**src/rtl/irq_wake_pkg.sv**
```systemverilog
//==============================================================================
package irq_wake_pkg;

  //============================================================================
  // Widths and register offsets.
  localparam int unsigned DATA_W = 8;
  localparam int unsigned ADDR_W = 4;
  localparam int unsigned PC_W   = 12;

  localparam logic [ADDR_W-1:0] OFF_CTRL      = 4'h0;
  localparam logic [ADDR_W-1:0] OFF_TMR_FLAG  = 4'h1;
  localparam logic [ADDR_W-1:0] OFF_TMR_EN    = 4'h2;
  localparam logic [ADDR_W-1:0] OFF_SH_EN     = 4'h3;
  localparam logic [ADDR_W-1:0] OFF_SH_FLAG   = 4'h4;
  localparam logic [ADDR_W-1:0] OFF_AUX_FLAG  = 4'h5;
  localparam logic [ADDR_W-1:0] OFF_EVT_STAT  = 4'h6;
  localparam logic [ADDR_W-1:0] OFF_EVT_MASK  = 4'h7;

  //============================================================================
  // Field positions.
  localparam int unsigned CTRL_GIE_BIT   = 0;
  localparam int unsigned CTRL_SERV_BIT  = 1;
  localparam int unsigned EVT_WAKE_BIT   = 0;
  localparam int unsigned EVT_CALL_BIT   = 1;
  localparam int unsigned EVT_BLOCK_BIT  = 2;
  localparam int unsigned AUX_PIN_BIT    = 0;
  localparam int unsigned AUX_LVD_BIT    = 1;
  localparam int unsigned AUX_CMP_BIT    = 2;
  localparam int unsigned AUX_W          = 3;

  //============================================================================
  // Vector layout and reset values.
  localparam logic [PC_W-1:0]   VEC_BASE  = 12'h00C;
  localparam logic [PC_W-1:0]   VEC_STEP  = 12'h004;
  localparam logic [DATA_W-1:0] BYTE_RST  = 8'h00;
  localparam logic              GIE_RST   = 1'b0;

  //============================================================================
  // Types.
  typedef enum logic [1:0] {
    ST_READY   = 2'b00,
    ST_ENTER   = 2'b01,
    ST_SERVICE = 2'b11
  } seq_state_t;

  typedef struct packed {
    logic [ADDR_W-1:0] addr;
    logic [DATA_W-1:0] wdata;
    logic              wr;
    logic              rd;
  } bus_req_t;

  typedef struct packed {
    logic            stack_full;
    logic            sleep;
    logic            ret;
    logic            return_and_reenable_instr;
    logic [PC_W-1:0] pc;
  } cpu_req_t;

  typedef struct packed {
    logic            call;
    logic [PC_W-1:0] vector;
    logic            push;
    logic [PC_W-1:0] push_pc;
    logic            pop;
  } cpu_cmd_t;

  typedef struct packed {
    seq_state_t        st;
    logic              global_en;
    logic [DATA_W-1:0] tflag;
    logic [DATA_W-1:0] ten;
    logic [DATA_W-1:0] sh_en;
    logic [DATA_W-1:0] sh_flag;
    logic [DATA_W-1:0] aux_flag;
    logic [DATA_W-1:0] evt_st;
    logic [DATA_W-1:0] evt_mask;
    logic [DATA_W-1:0] rdata;
    logic              irq;
    logic              wake;
    cpu_cmd_t          cmd;
  } state_t;

  //============================================================================
  // Index of the lowest set bit; lowest shared interrupt has the highest priority.
  function automatic logic [2:0] first_set(input logic [DATA_W-1:0] v);
    logic [2:0] idx;
    idx = 3'h0;
    for (int i = DATA_W - 1; i >= 0; i--) begin
      if (v[i]) begin
        idx = 3'(i);
      end
    end
    return idx;
  endfunction : first_set

  // Vector address of a shared interrupt.
  function automatic logic [PC_W-1:0] vec_addr(input logic [2:0] idx);
    return PC_W'(VEC_BASE + PC_W'(VEC_STEP * PC_W'(idx)));
  endfunction : vec_addr

endpackage : irq_wake_pkg

```
**src/rtl/timer_interrupt_wakeup_ctrl.sv**
```systemverilog
`timescale 1ns/100ps
`default_nettype none

module timer_interrupt_wakeup_ctrl #(
  parameter int unsigned NUM_TIMERS = 3,
  parameter int unsigned NUM_SHARED = 2
) (
  // Clock and reset.
  input  wire logic                               clk_sys_i,
  input  wire logic                               rst_i,
  // Register port.
  input  wire irq_wake_pkg::bus_req_t             bus_i,
  output logic [irq_wake_pkg::DATA_W-1:0]         rdata_o,
  // Timer comparator match pulses.
  input  wire logic [NUM_TIMERS-1:0]              timer_p_match_i,
  input  wire logic [NUM_TIMERS-1:0]              timer_a_match_i,
  // Pin edge, low supply and comparator change pulses.
  input  wire logic [irq_wake_pkg::AUX_W-1:0]     aux_event_i,
  // Program sequencer and stack.
  input  wire irq_wake_pkg::cpu_req_t             cpu_i,
  output irq_wake_pkg::cpu_cmd_t                  cpu_cmd_o,
  output logic                                    wake_o,
  output logic                                    global_irq_enable_o,
  output logic                                    in_service_o,
  // Event interrupt.
  output logic                                    irq_o
);

  //============================================================================
  // Masks of implemented bits.
  localparam logic [irq_wake_pkg::DATA_W-1:0] TFLAG_MASK =
    8'((16'h0001 << (2 * NUM_TIMERS)) - 16'h0001);
  localparam logic [irq_wake_pkg::DATA_W-1:0] SH_MASK =
    8'((16'h0001 << NUM_SHARED) - 16'h0001);
  localparam logic [irq_wake_pkg::DATA_W-1:0] AUX_MASK = 8'h07;
  localparam logic [irq_wake_pkg::DATA_W-1:0] EVT_MASK_BITS = 8'h07;

  localparam irq_wake_pkg::state_t STATE_RST = '{
    st:        irq_wake_pkg::ST_READY,
    global_en: irq_wake_pkg::GIE_RST,
    tflag:     irq_wake_pkg::BYTE_RST,
    ten:       irq_wake_pkg::BYTE_RST,
    sh_en:     irq_wake_pkg::BYTE_RST,
    sh_flag:   irq_wake_pkg::BYTE_RST,
    aux_flag:  irq_wake_pkg::BYTE_RST,
    evt_st:    irq_wake_pkg::BYTE_RST,
    evt_mask:  irq_wake_pkg::BYTE_RST,
    rdata:     irq_wake_pkg::BYTE_RST,
    irq:       1'b0,
    wake:      1'b0,
    cmd:       '0
  };

  // Shared interrupt that a timer module feeds.
  function automatic int unsigned group_of(input int unsigned t);
    return t % NUM_SHARED;
  endfunction : group_of

  irq_wake_pkg::state_t state_reg;
  irq_wake_pkg::state_t state_next;

  // All request flags side by side, for wake-up edge detection.
  logic [3*irq_wake_pkg::DATA_W-1:0] flag_vec;

  assign flag_vec = {state_reg.aux_flag, state_reg.sh_flag, state_reg.tflag};

  //============================================================================
  // Next-state logic.
  always_comb begin
    logic [irq_wake_pkg::DATA_W-1:0]   tset;
    logic [irq_wake_pkg::DATA_W-1:0]   shset;
    logic [irq_wake_pkg::DATA_W-1:0]   auxset;
    logic [irq_wake_pkg::DATA_W-1:0]   pend;
    logic [irq_wake_pkg::DATA_W-1:0]   onehot;
    logic [2:0]                        idx;
    logic [3*irq_wake_pkg::DATA_W-1:0] rise;
    logic                              ret_any;
    tset       = '0;
    shset      = '0;
    auxset     = '0;
    pend       = '0;
    onehot     = '0;
    idx        = 3'h0;
    rise       = '0;
    ret_any    = cpu_i.ret | cpu_i.return_and_reenable_instr;
    state_next = state_reg;
    state_next.cmd.call = 1'b0;
    state_next.cmd.push = 1'b0;
    state_next.cmd.pop  = 1'b0;
    state_next.wake     = 1'b0;
    state_next.rdata    = '0;

    // A match sets its own flag always; it reaches the shared flag only when enabled.
    for (int i = 0; i < NUM_TIMERS; i++) begin
      tset[2*i]   = timer_p_match_i[i];
      tset[2*i+1] = timer_a_match_i[i];
      if ((timer_p_match_i[i] && state_reg.ten[2*i]) ||
          (timer_a_match_i[i] && state_reg.ten[2*i+1])) begin
        shset[group_of(i)] = 1'b1;
      end
    end
    // The auxiliary sources set their flags with no enable at all.
    auxset = {5'h00, aux_event_i} & AUX_MASK;

    // Software writes; request flags take any value, including high; event status bits only clear where a one is written.
    if (bus_i.wr) begin
      case (bus_i.addr)
        irq_wake_pkg::OFF_CTRL: begin
          state_next.global_en = bus_i.wdata[irq_wake_pkg::CTRL_GIE_BIT];
        end
        irq_wake_pkg::OFF_TMR_FLAG: begin
          state_next.tflag = bus_i.wdata & TFLAG_MASK;
        end
        irq_wake_pkg::OFF_TMR_EN: begin
          state_next.ten = bus_i.wdata & TFLAG_MASK;
        end
        irq_wake_pkg::OFF_SH_EN: begin
          state_next.sh_en = bus_i.wdata & SH_MASK;
        end
        irq_wake_pkg::OFF_SH_FLAG: begin
          state_next.sh_flag = bus_i.wdata & SH_MASK;
        end
        irq_wake_pkg::OFF_AUX_FLAG: begin
          state_next.aux_flag = bus_i.wdata & AUX_MASK;
        end
        irq_wake_pkg::OFF_EVT_STAT: begin
          state_next.evt_st = state_reg.evt_st & ~bus_i.wdata;
        end
        irq_wake_pkg::OFF_EVT_MASK: begin
          state_next.evt_mask = bus_i.wdata & EVT_MASK_BITS;
        end
        default: begin
        end
      endcase
    end

    // Hardware sets come after the write, so a set in the clearing cycle wins.
    state_next.tflag    = state_next.tflag | tset;
    state_next.sh_flag  = state_next.sh_flag | shset;
    state_next.aux_flag = state_next.aux_flag | auxset;

    // Returns pop the address; only the re-enabling one touches global enable.
    if (ret_any) begin
      state_next.cmd.pop = 1'b1;
      if (cpu_i.return_and_reenable_instr) begin
        state_next.global_en = 1'b1;
      end
    end

    // Entry is held off while asleep, during a return and right after a call,
    // so the sequencer never sees two stack operations in one cycle.
    pend = state_reg.sh_flag & state_reg.sh_en & SH_MASK;
    if (state_reg.global_en && (pend != '0) && !ret_any && !cpu_i.sleep &&
        (state_reg.st != irq_wake_pkg::ST_ENTER)) begin
      if (cpu_i.stack_full) begin
        state_next.evt_st[irq_wake_pkg::EVT_BLOCK_BIT] = 1'b1;
      end else begin
        idx    = irq_wake_pkg::first_set(pend);
        onehot = 8'(8'h01 << idx);
        state_next.cmd.call    = 1'b1;
        state_next.cmd.vector  = irq_wake_pkg::vec_addr(idx);
        state_next.cmd.push    = 1'b1;
        state_next.cmd.push_pc = cpu_i.pc;
        state_next.global_en   = 1'b0;
        // Only the shared flag drops; timer flags stay for software.
        state_next.sh_flag = (state_next.sh_flag & ~onehot) | shset;
        state_next.evt_st[irq_wake_pkg::EVT_CALL_BIT] = 1'b1;
        state_next.st = irq_wake_pkg::ST_ENTER;
      end
    end else begin
      case (state_reg.st)
        irq_wake_pkg::ST_READY: begin
          state_next.st = irq_wake_pkg::ST_READY;
        end
        irq_wake_pkg::ST_ENTER: begin
          state_next.st = irq_wake_pkg::ST_SERVICE;
        end
        irq_wake_pkg::ST_SERVICE: begin
          if (ret_any) begin
            state_next.st = irq_wake_pkg::ST_READY;
          end
        end
        default: begin
          state_next.st = irq_wake_pkg::ST_READY;
        end
      endcase
    end

    // Wake on any low-to-high flag change; a flag already high cannot rise.
    rise = {state_next.aux_flag, state_next.sh_flag, state_next.tflag} & ~flag_vec;
    if (cpu_i.sleep && (rise != '0)) begin
      state_next.wake = 1'b1;
      state_next.evt_st[irq_wake_pkg::EVT_WAKE_BIT] = 1'b1;
    end

    // Read data stand only in the cycle after the strobe.
    if (bus_i.rd) begin
      case (bus_i.addr)
        irq_wake_pkg::OFF_CTRL: begin
          state_next.rdata[irq_wake_pkg::CTRL_GIE_BIT]  = state_reg.global_en;
          state_next.rdata[irq_wake_pkg::CTRL_SERV_BIT] =
            (state_reg.st == irq_wake_pkg::ST_SERVICE);
        end
        irq_wake_pkg::OFF_TMR_FLAG: state_next.rdata = state_reg.tflag;
        irq_wake_pkg::OFF_TMR_EN:   state_next.rdata = state_reg.ten;
        irq_wake_pkg::OFF_SH_EN:    state_next.rdata = state_reg.sh_en;
        irq_wake_pkg::OFF_SH_FLAG:  state_next.rdata = state_reg.sh_flag;
        irq_wake_pkg::OFF_AUX_FLAG: state_next.rdata = state_reg.aux_flag;
        irq_wake_pkg::OFF_EVT_STAT: state_next.rdata = state_reg.evt_st;
        irq_wake_pkg::OFF_EVT_MASK: state_next.rdata = state_reg.evt_mask;
        default: begin
          state_next.rdata = '0;
        end
      endcase
    end

    state_next.irq = (state_next.evt_st & state_next.evt_mask) != '0;
  end

  //============================================================================
  // State register.
  always_ff @(posedge clk_sys_i) begin
    if (rst_i) begin
      state_reg <= STATE_RST;
    end else begin
      state_reg <= state_next;
    end
  end

  //============================================================================
  // Outputs come straight from the state register.
  assign rdata_o             = state_reg.rdata;
  assign cpu_cmd_o           = state_reg.cmd;
  assign wake_o              = state_reg.wake;
  assign global_irq_enable_o = state_reg.global_en;
  // Only the service state code has its upper bit set, so the flag is a bare flip-flop bit.
  assign in_service_o        = state_reg.st[1];
  assign irq_o               = state_reg.irq;
endmodule : timer_interrupt_wakeup_ctrl

`default_nettype wire

```
**config.mk**
```make
export PLATFORM = sky130hd
export DESIGN_NAME = timer_interrupt_wakeup_ctrl
export DESIGN_NICKNAME = d
export VERILOG_FILES = /design/src/rtl/irq_wake_pkg.sv /design/src/rtl/timer_interrupt_wakeup_ctrl.sv
export SDC_FILE = /design/constraint.sdc
export NUM_CORES = 1
export LEC_CHECK = 0
export BUFFER_PORTS_ARGS = -buffer_cell sky130_fd_sc_hd__buf_2
export CAP_MARGIN = 10
export CORE_UTILIZATION = 36
export CTS_BUF_LIST = sky130_fd_sc_hd__clkbuf_8
export DETAILED_ROUTE_END_ITERATION = 8
export GPL_TIMING_DRIVEN = 0
export PLACE_DENSITY = 0.63
export SETUP_SLACK_MARGIN = 0.02
export SLEW_MARGIN = 20
export SYNTH_ARGS = -nofsm -noshare
export SYNTH_HDL_FRONTEND = slang
export SYNTH_SLANG_ARGS = --single-unit
```
**constraint.sdc**
```tcl
create_clock -name clk_sys_i -period 3.88 [get_ports clk_sys_i]
set_input_delay 0.194 -clock clk_sys_i [delete_from_list [all_inputs] [get_ports clk_sys_i]]
set_output_delay 0.194 -clock clk_sys_i [all_outputs]
set_load 0.01 [all_outputs]
```
* Word level (Yosys, flattened, before mapping) *
Index checks and enable logic that the tools add are counted.

operators by class
  $add $sub $neg = 1
  eq/ne operators = 12
  shift operators = 1
  multiplexer cells = 34
  bitwise operators = 16
  reductions and logical operators = 26

operator list
  kind                 count
  $mux 57              1
  $mux 8               7
  $pmux 6 s6           1
  $mux 26              1
  $and 24x24->24       1
  $and 8x8->8          3
  $not 24->24          1
  $reduce_bool 24->1   1
  $eq 4x3->1 const B   4
  $not 8->8            2
  $or 8x2->8           2
  $pmux 2 s8           1
  $reduce_bool 8->1    2
  $mux 1               14
  $logic_and 1x1->1    11
  $mux 3               3
  $eq 4x2->1 const B   2
  $mux 2               4
  $or 8x3->8           1
  $or 8x6->8           1
  $reduce_and 2->1     4
  $shl 1x3->8 const A  1
  $add 4x5->6 const A  1
  $mux 6               1
  14 further kinds     20

word-level totals
  register bits = 88
  bits of input ports = 41
  output and inout port bits = 39
  word-level logic and storage cells = 107

* Depth between registers and ports, before layout *
Gate-level depths: netlist of the first run.

  depth in word-level cells = 19
  depth in mapped cells = 9
  mapped depth without buffers = 6

* Worst setup path before layout of the first run *
No wires, ideal clock.

  path type = reg-to-reg
  start point = register state_reg (netlist bit global_irq_enable_o)
  end point = register state_reg (netlist bit cpu_cmd_o[10])
  setup time = 0.132 ns
  arrival time = 1.621 ns
  data required time = 3.748 ns
  path slack = 2.127 ns
  cell stages (with the launch flop) = 7
  path buffers = 1
  clock period less this slack = 1.753 ns
  path through = dfxtp_1 > or4b_4 > a211o_4 > a21o_2 > buf_6 > nand2_1 > a21oi_1

between the ends
  longest elaborated chain between the ends = 5

ends and longest elaborated chain
  what                               RTL line                            text
  start: declaration                 timer_interrupt_wakeup_ctrl.sv:59   irq_wake_pkg::state_t state_reg;
  start signal: assignment           timer_interrupt_wakeup_ctrl.sv:226  state_reg <= state_next;
  $logic_and 1x1->1 (4 in series)    timer_interrupt_wakeup_ctrl.sv:153  if (state_reg.global_en && (pend != '0) && !ret_any && !cpu_i.sleep &&
  $reduce_and 2->1 (no source line)  --

No other way between the ends.
A chain may end at the register's enable or synchronous reset.

* Final worst setup path of the first run *
  start point = register state_reg (netlist bit global_irq_enable_o)
  end point = register state_reg (netlist bit in_service_o)

between the ends
  longest elaborated chain between the ends = 6
  elaborated cells between the ends (all ways) = 8
  classes of those cells = eq/ne (2); mux (1); reduce/logical (5)

ends and longest elaborated chain
  what                                                              RTL line
  $logic_and 1x1->1 (*) (4 in series)                               timer_interrupt_wakeup_ctrl.sv:153
  $ne 3x3->1 (no source line) / $ne 2x2->1 (equally long branches)  --
  $reduce_and 2->1 (no source line)                                 --

Every way passes the cells marked *; elsewhere a longest branch is shown, timed or not.

==> run metrics, run 1 <==
status=finished clean; M1 GR Usage=0.248; n_diodes=0; post-placement cell count=619; met3 usage=0.0576; worst skew pair latency=between 300 and 400 ps; Synth area leader=dfxtp_1; top cells by count, synth=dfxtp_1 (77), nand2_1 (42), nor2_1 (42), a21oi_1 (38), buf_4 (36); crit-path max FO=4; Async SR Flop Fraction=0; Synth Area in Adders=0; Total GRT Usage=0.188; Finished Core Util=0.447; CTS tree=yes; PnR worst setup slack=between 1500 and 2000 ps; first-pass GRT wire length=roughly 15000 µm; CP Cell Sequence=or4b_4 -> a221oi_1 -> and2_1 -> o32ai_1 -> a22oi_1 -> nor2_1; Worst setup EP type=flop; Top FF cell, synth=dfxtp_1; Tmin final=1910 ps; Achievable Freq=524 MHz; clock-pin slew of the registers on the worst-case setup and hold paths=90 ps; site row count=36; area grow syn2layout=20.1%; Yosys warning count=0; Slew @ Worst Pin=820 ps; largest family of logic cells by synthesized area=simple AND/OR/NAND/NOR gates; critical path data arrival time=2140 ps; Setup CP Type=reg2reg; Setup Buffers After CTS=0; Largest register FFs=25; required time of the critical path=4110 ps; Die W=about 100 µm; Cell Int Power=between 1 and 1.5 mW; number of synthesized flops with an enable pin=0; Fin Setup TNS=0 ps; fin crit share=0.492; mux share of post-synthesis cell area=0.103; Layout Skew=14.5 ps; xor/xnor share of the synthesized area=0; DRT Pass-1 Iters=5; Remaining DRCs=0; clock power share=0.391; Seq/Total Area, Yosys=0.421; Yosys top cell area share=0.421; Net Sw Frac=0.264; gr busiest metal=met2; Worst Hold Class=in2reg; max cap viols=0; Synth Instances=412; Leakage=between 1.5 and 2 nW; core region area=0.00982 mm²; area taken by multi-input logic gates=between 0.0015 and 0.002 mm²; CTS H-tree lvls=3; Post-Synth Simple-Gate Area=0.209; root buf cell=clkbuf_8; Final setup viols=0; antenna violations before repair=0; maximum root-to-sink buffer count=2; Gate power share=0.094; syn avg cell area=approximately 8.9 µm²; Chip Height=103 µm; # IOs=80; CTS Buf Count=9; grt ovf=0; Slew HR=0.444; largest cells by area after synthesis=dfxtp_1 (42%), buf_4 (7.4%), mux2i_1 (6.0%), a21oi_1 (5.2%), nand2_1 (4.3%); max-slew violations=0; routed vias/inst=between 5 and 6; pin count of the biggest net entering global routing=15; most common cell in the netlist=dfxtp_1; Worst Hold Margin=57.5 ps; effective utilization at floorplan=0.372; synth unique cells=50; DP Worst Slack=1760 ps; DRT iter0 DRCs=251; crit path max-delay cell type=or4b_4; FF+latch count, synth=77; Final ANT Viol Nets=0; max incr delay on CP=490 ps; Via Count=3197; clock sinks=between 70 and 80; Placer Congestion=0.889; Detail Placement HPWL=slightly above 7000 µm; area of the die=~0.011 mm²; P per Cell Area=360 mW/mm²; routed wire length per instance=15.0 µm; Resized cells post-CTS=0; Port Buf Inserts=66; crit path launch type=flop; vias in the first global route=about 2900; Layout fillers=1026; compound-gate portion of the synthesized area=0.157; RSZ-0062 raised after global routing=no; Final Hold Viols=0; Sequential Power Share=0.515; met2 Use GR=0.295; worst vdd ir=0.197 mV; Cell Count, Final, Fillers Out=636; synthesized area=0.00366 mm²; final WL=9560 µm; Psw=roughly 0.42 mW; Total Nets Final=539; register area=around 0.0015 mm²; fraction of final layout cells sized beyond drive strength 1=0.286
==> per-stage QoR <==
step	power [mW]	area, µm²
2_1_floorplan	0.919	3690
3_3_place_gp	0.977	4180
3_5_place_dp	0.978	4180
4_1_cts	1.59	4380
5_1_grt	1.65	4390
6_report	1.58	4390
==> worst max-delay path, delay by kind of cell (launching register included) <==
family / cells / cell delay (ps)
AND/OR/NAND/NOR: 3 / 770
AO/OA/AOI/OAI: 3 / 610
flip-flops: 1 / 390
==> path summary, 6_finish.rpt <==
| kind | startpoint | to | cells past startpoint | slack (ps) |
|---|---|---|---|---|
| hold reg to reg | state_reg[52] | state_reg[52] | 2 | 450 |
| hold / removal | cpu_i[11] | cpu_cmd_o[12] | 3 | 60 |
| setup / recovery | global_irq_enable_o | in_service_o | 6 | 1970 |
| setup reg to reg | global_irq_enable_o | in_service_o | 6 | 1970 |
==> final cells by class <==
| cell class | instances | share of cell area |
|---|---|---|
| buffer | 56 | 0.0843 |
| clock buffer | 9 | 0.0282 |
| clock inverter | 7 | 0.0171 |
| inverter | 7 | 0.00598 |
| multi-input combinational | 280 | 0.398 |
| sequential | 77 | 0.351 |
| tap | 133 | 0.0379 |
| timing repair buffer | 67 | 0.0775 |
==> logic make-up after synthesis <==
family / Yosys count
AOI/OAI and AO/OA: 86
other: 1
and+or+nand+nor: 153
DFF: 77
muxes: 32
buffers and inverters: 63
==> timing repair <==
item,CTS,global route
hold buffers,0,1
endpoints found under the setup margin,0,0
hold endpoints to repair,0,1
==> power by group through the flow <==
stage	Clock, mW	Sequential [mW]	Combinational (mW)
global route	0.670	0.816	0.163
floorplan	0	0.828	0.0903
CTS	0.633	0.814	0.146
detailed placement	0	0.833	0.146
finish	0.619	0.815	0.148
global placement	0	0.832	0.144
==> cell usage in the layout, fill, tap and decap left out, types with 8 or more instances in the layout <==
| master | n |
|---|---|
| nor2_1 | 42 |
| dfxtp_1 | 77 |
| clkbuf_8 | 9 |
| conb_1 | 9 |
| buf_4 | 36 |
| mux2i_1 | 22 |
| inv_1 | 8 |
| and2_1 | 17 |
| buf_2 | 74 |
| clkbuf_1 | 10 |
| a21oi_1 | 38 |
| nor2b_1 | 11 |
| nand2b_1 | 16 |
| nand2_1 | 42 |
==> routing by layer <==
metal	wire, µm	part of all wire
met1	4270	0.45
met2	4400	0.46
met3	778	0.081
met5	0	0
met4	113	0.012
No activity file was read; power rests on OpenSTA's default activity.
==> run 2, diff against run 1 <==
- clock period: 3.88 -> 1.92 ns (I/O delays scaled with it)
==> run 2 against run 1 <==
The flow now finishes with violations (negative hold slack). Global-route usage increased by 0.50 points. Power rose by 100%. Final area is 5.5% higher. Flip-flop and latch count is the same. Clock skew is essentially flat. Via count up 2.7%. First-iteration DRC count increased by 8.4%. Critical path depth unchanged. Sequential share of layout area fell by 1.8 points. Non-clock buffer count grew 21. Sequential power is 100% higher. Clock power is 100% higher. Highest routed layer unchanged.
==> run metrics, run 2 (same netlist as run 1, synthesis figures left out) <==
max cap viols=0 (unchanged); Total GRT Usage=0.193 (was 0.188); failing checks=negative hold slack; status=finished, violations left (was finished clean); Slew HR=0.459 (was 0.444); Chip Height=103 µm (unchanged); area taken by multi-input logic gates=0.00178 mm² (was 0.00175 mm²); root buf cell=clkbuf_8 (unchanged); Final Hold Viols=1 (was 0); core region area=0.00982 mm² (unchanged); area grow syn2layout=26.7% (was 20.1%); Largest register FFs=25 (unchanged); # IOs=80 (unchanged); Detail Placement HPWL=7090 µm (unchanged); CTS tree=yes (unchanged); crit path launch type=flop (unchanged); Gate power share=0.103 (was 0.094); Total Nets Final=560 (was 539); max-slew violations=0 (unchanged); first-pass GRT wire length=15200 µm (was 14800 µm); crit-path max FO=10 (was 4); n_diodes=0 (unchanged); Layout fillers=1007 (was 1026); critical path data arrival time=2060 ps (was 2140 ps); clock-pin slew of the registers on the worst-case setup and hold paths=90 ps (about the same); crit path max-delay cell type=or4b_4 (unchanged); Port Buf Inserts=66 (unchanged); DRT iter0 DRCs=272 (was 251); CTS H-tree lvls=3 (unchanged); antenna violations before repair=0 (unchanged); pin count of the biggest net entering global routing=15 (unchanged); routed wire length per instance=14.9 µm (was 15.0 µm); Leakage=1.97 nW (was 1.87 nW); area of the die=0.0106 mm² (unchanged); DP Area=0.00418 mm² (unchanged); commonest cells after routing, fill and taps aside=dfxtp_1 (76), buf_2 (74), nor2_1 (42), nand2_1 (42), a21oi_1 (38) (was dfxtp_1 (77), buf_2 (74), nor2_1 (42), nand2_1 (42), a21oi_1 (38)); RSZ-0062 raised after global routing=no (unchanged); Worst Hold Margin=-0.414 ps (was 57.5 ps); Cell Int Power=2.38 mW (was 1.16 mW); Achievable Freq=550 MHz (was 524 MHz); cell family with most CP delay=compound AO/OA/AOI/OAI gates (was simple AND/OR/NAND/NOR gates); effective utilization at floorplan=0.372 (unchanged); routed vias/inst=5.00 (was 5.03); CP Cell Sequence=or4b_4 -> a211o_4 -> a21o_2 -> buf_6 -> nand2_1 -> a21oi_1 (was or4b_4 -> a221oi_1 -> and2_1 -> o32ai_1 -> a22oi_1 -> nor2_1); Sequential Power Share=0.509 (was 0.515); fin area=0.00463 mm² (was 0.00439 mm²); site row count=36 (unchanged); Worst Hold Class=in2reg (unchanged); Critical path buffers and inverters=1 (was 0); CTS Buf Count=9 (unchanged); overall power=3.23 mW (was 1.58 mW); Die W=103 µm (unchanged); Setup CP Type=reg2reg (unchanged); vias in the first global route=2951 (was 2854); Slew @ Worst Pin=798 ps (was 820 ps); fin crit share=0.947 (was 0.492); Psw=0.852 mW (was 0.417 mW); grt ovf=0 (unchanged); max incr delay on CP=490 ps (about the same); Layout Skew=14.1 ps (was 14.5 ps); worst vdd ir=0.401 mV (was 0.197 mV); Final setup viols=0 (unchanged); final WL=9760 µm (was 9560 µm); DRT Pass-1 Iters=5 (unchanged); Placer Congestion=0.889 (unchanged); clock power share=0.388 (was 0.391); clock sinks=77 (unchanged); Finished Core Util=0.472 (was 0.447); fraction of final layout cells sized beyond drive strength 1=0.286 (about the same); Net Sw Frac=0.264 (about the same); required time of the critical path=2160 ps (was 4110 ps); Remaining DRCs=0 (unchanged); worst skew pair latency=370 ps (about the same); Via Count=3284 (was 3197); maximum root-to-sink buffer count=2 (unchanged); P per Cell Area=698 mW/mm² (was 360 mW/mm²); Tmin final=1820 ps (was 1910 ps); most common cell after layout, fill and taps aside=dfxtp_1 (unchanged); Worst setup EP type=flop (unchanged); register area=0.00154 mm² (about the same); Final ANT Viol Nets=0 (unchanged)
==> run 2: final cells by class <==
type | instances | area share
tap | 133 | 0.0359
inverter | 7 | 0.00567
clock buffer | 9 | 0.0267
multi-input combinational | 280 | 0.384
sequential | 77 | 0.333
buffer | 56 | 0.0799
timing repair buffer | 88 | 0.118
clock inverter | 7 | 0.0162
==> run 2: worst reg2reg max path: stages (launching register included) <==
cell and delay [ps]:
dfxtp_2 360, or4b_4 490, a211o_4 320, a21o_2 240, buf_6 150, nand2_1 60
a21oi_1 70
==> run 2: stage by stage <==
step / setup TNS [ps] / setup slack [ps] / cells
after floorplan: 0 / 167 / 420
after global placement: -70.7 / -70.7 / 619
after detailed placement: -106 / -106 / 619
after CTS: 0 / 24.8 / 656
after global routing: 0 / 28.4 / 657
final: 0 / 102 / 657
==> run 2: worst paths after layout <==
| kind | cells after the start | slack [ps] | from | endpoint |
|---|---|---|---|---|
| setup / recovery | 6 | 100 | global_irq_enable_o | cpu_cmd_o[5] |
| hold / removal | 3 | -0.4 | aux_event_i[2] | flag_vec[18] |
| setup reg to reg | 6 | 100 | global_irq_enable_o | cpu_cmd_o[5] |
| hold reg to reg | 2 | 450 | state_reg[52] | state_reg[52] |
==> run 2: repair_timing <==
action,4_1_cts,5_1_grt
hold endpoints to repair,21,0
gates cloned,0,0
setup endpoints to repair,1,11
hold buffers,21,0
resized for setup,1,5
buffers inserted,0,1
==> run 2: power groups by stage <==
stage          Combinational, mW  Sequential, mW  Clock (mW)
2_1_floorplan              0.183            1.67           0
3_3_place_gp               0.291            1.68           0
3_5_place_dp               0.294            1.68           0
4_1_cts                    0.328            1.65        1.28
5_1_grt                    0.366            1.65        1.35
6_report                   0.333            1.65        1.25
==> run 2: metal layers <==
layer  share of wire  vias up  GRT usage
met3           0.072       11     0.0556
met2            0.47      121      0.307
met4           0.012        0     0.0574
met1            0.45     1544      0.254
li1                -     1608          -
met5               0        -          0
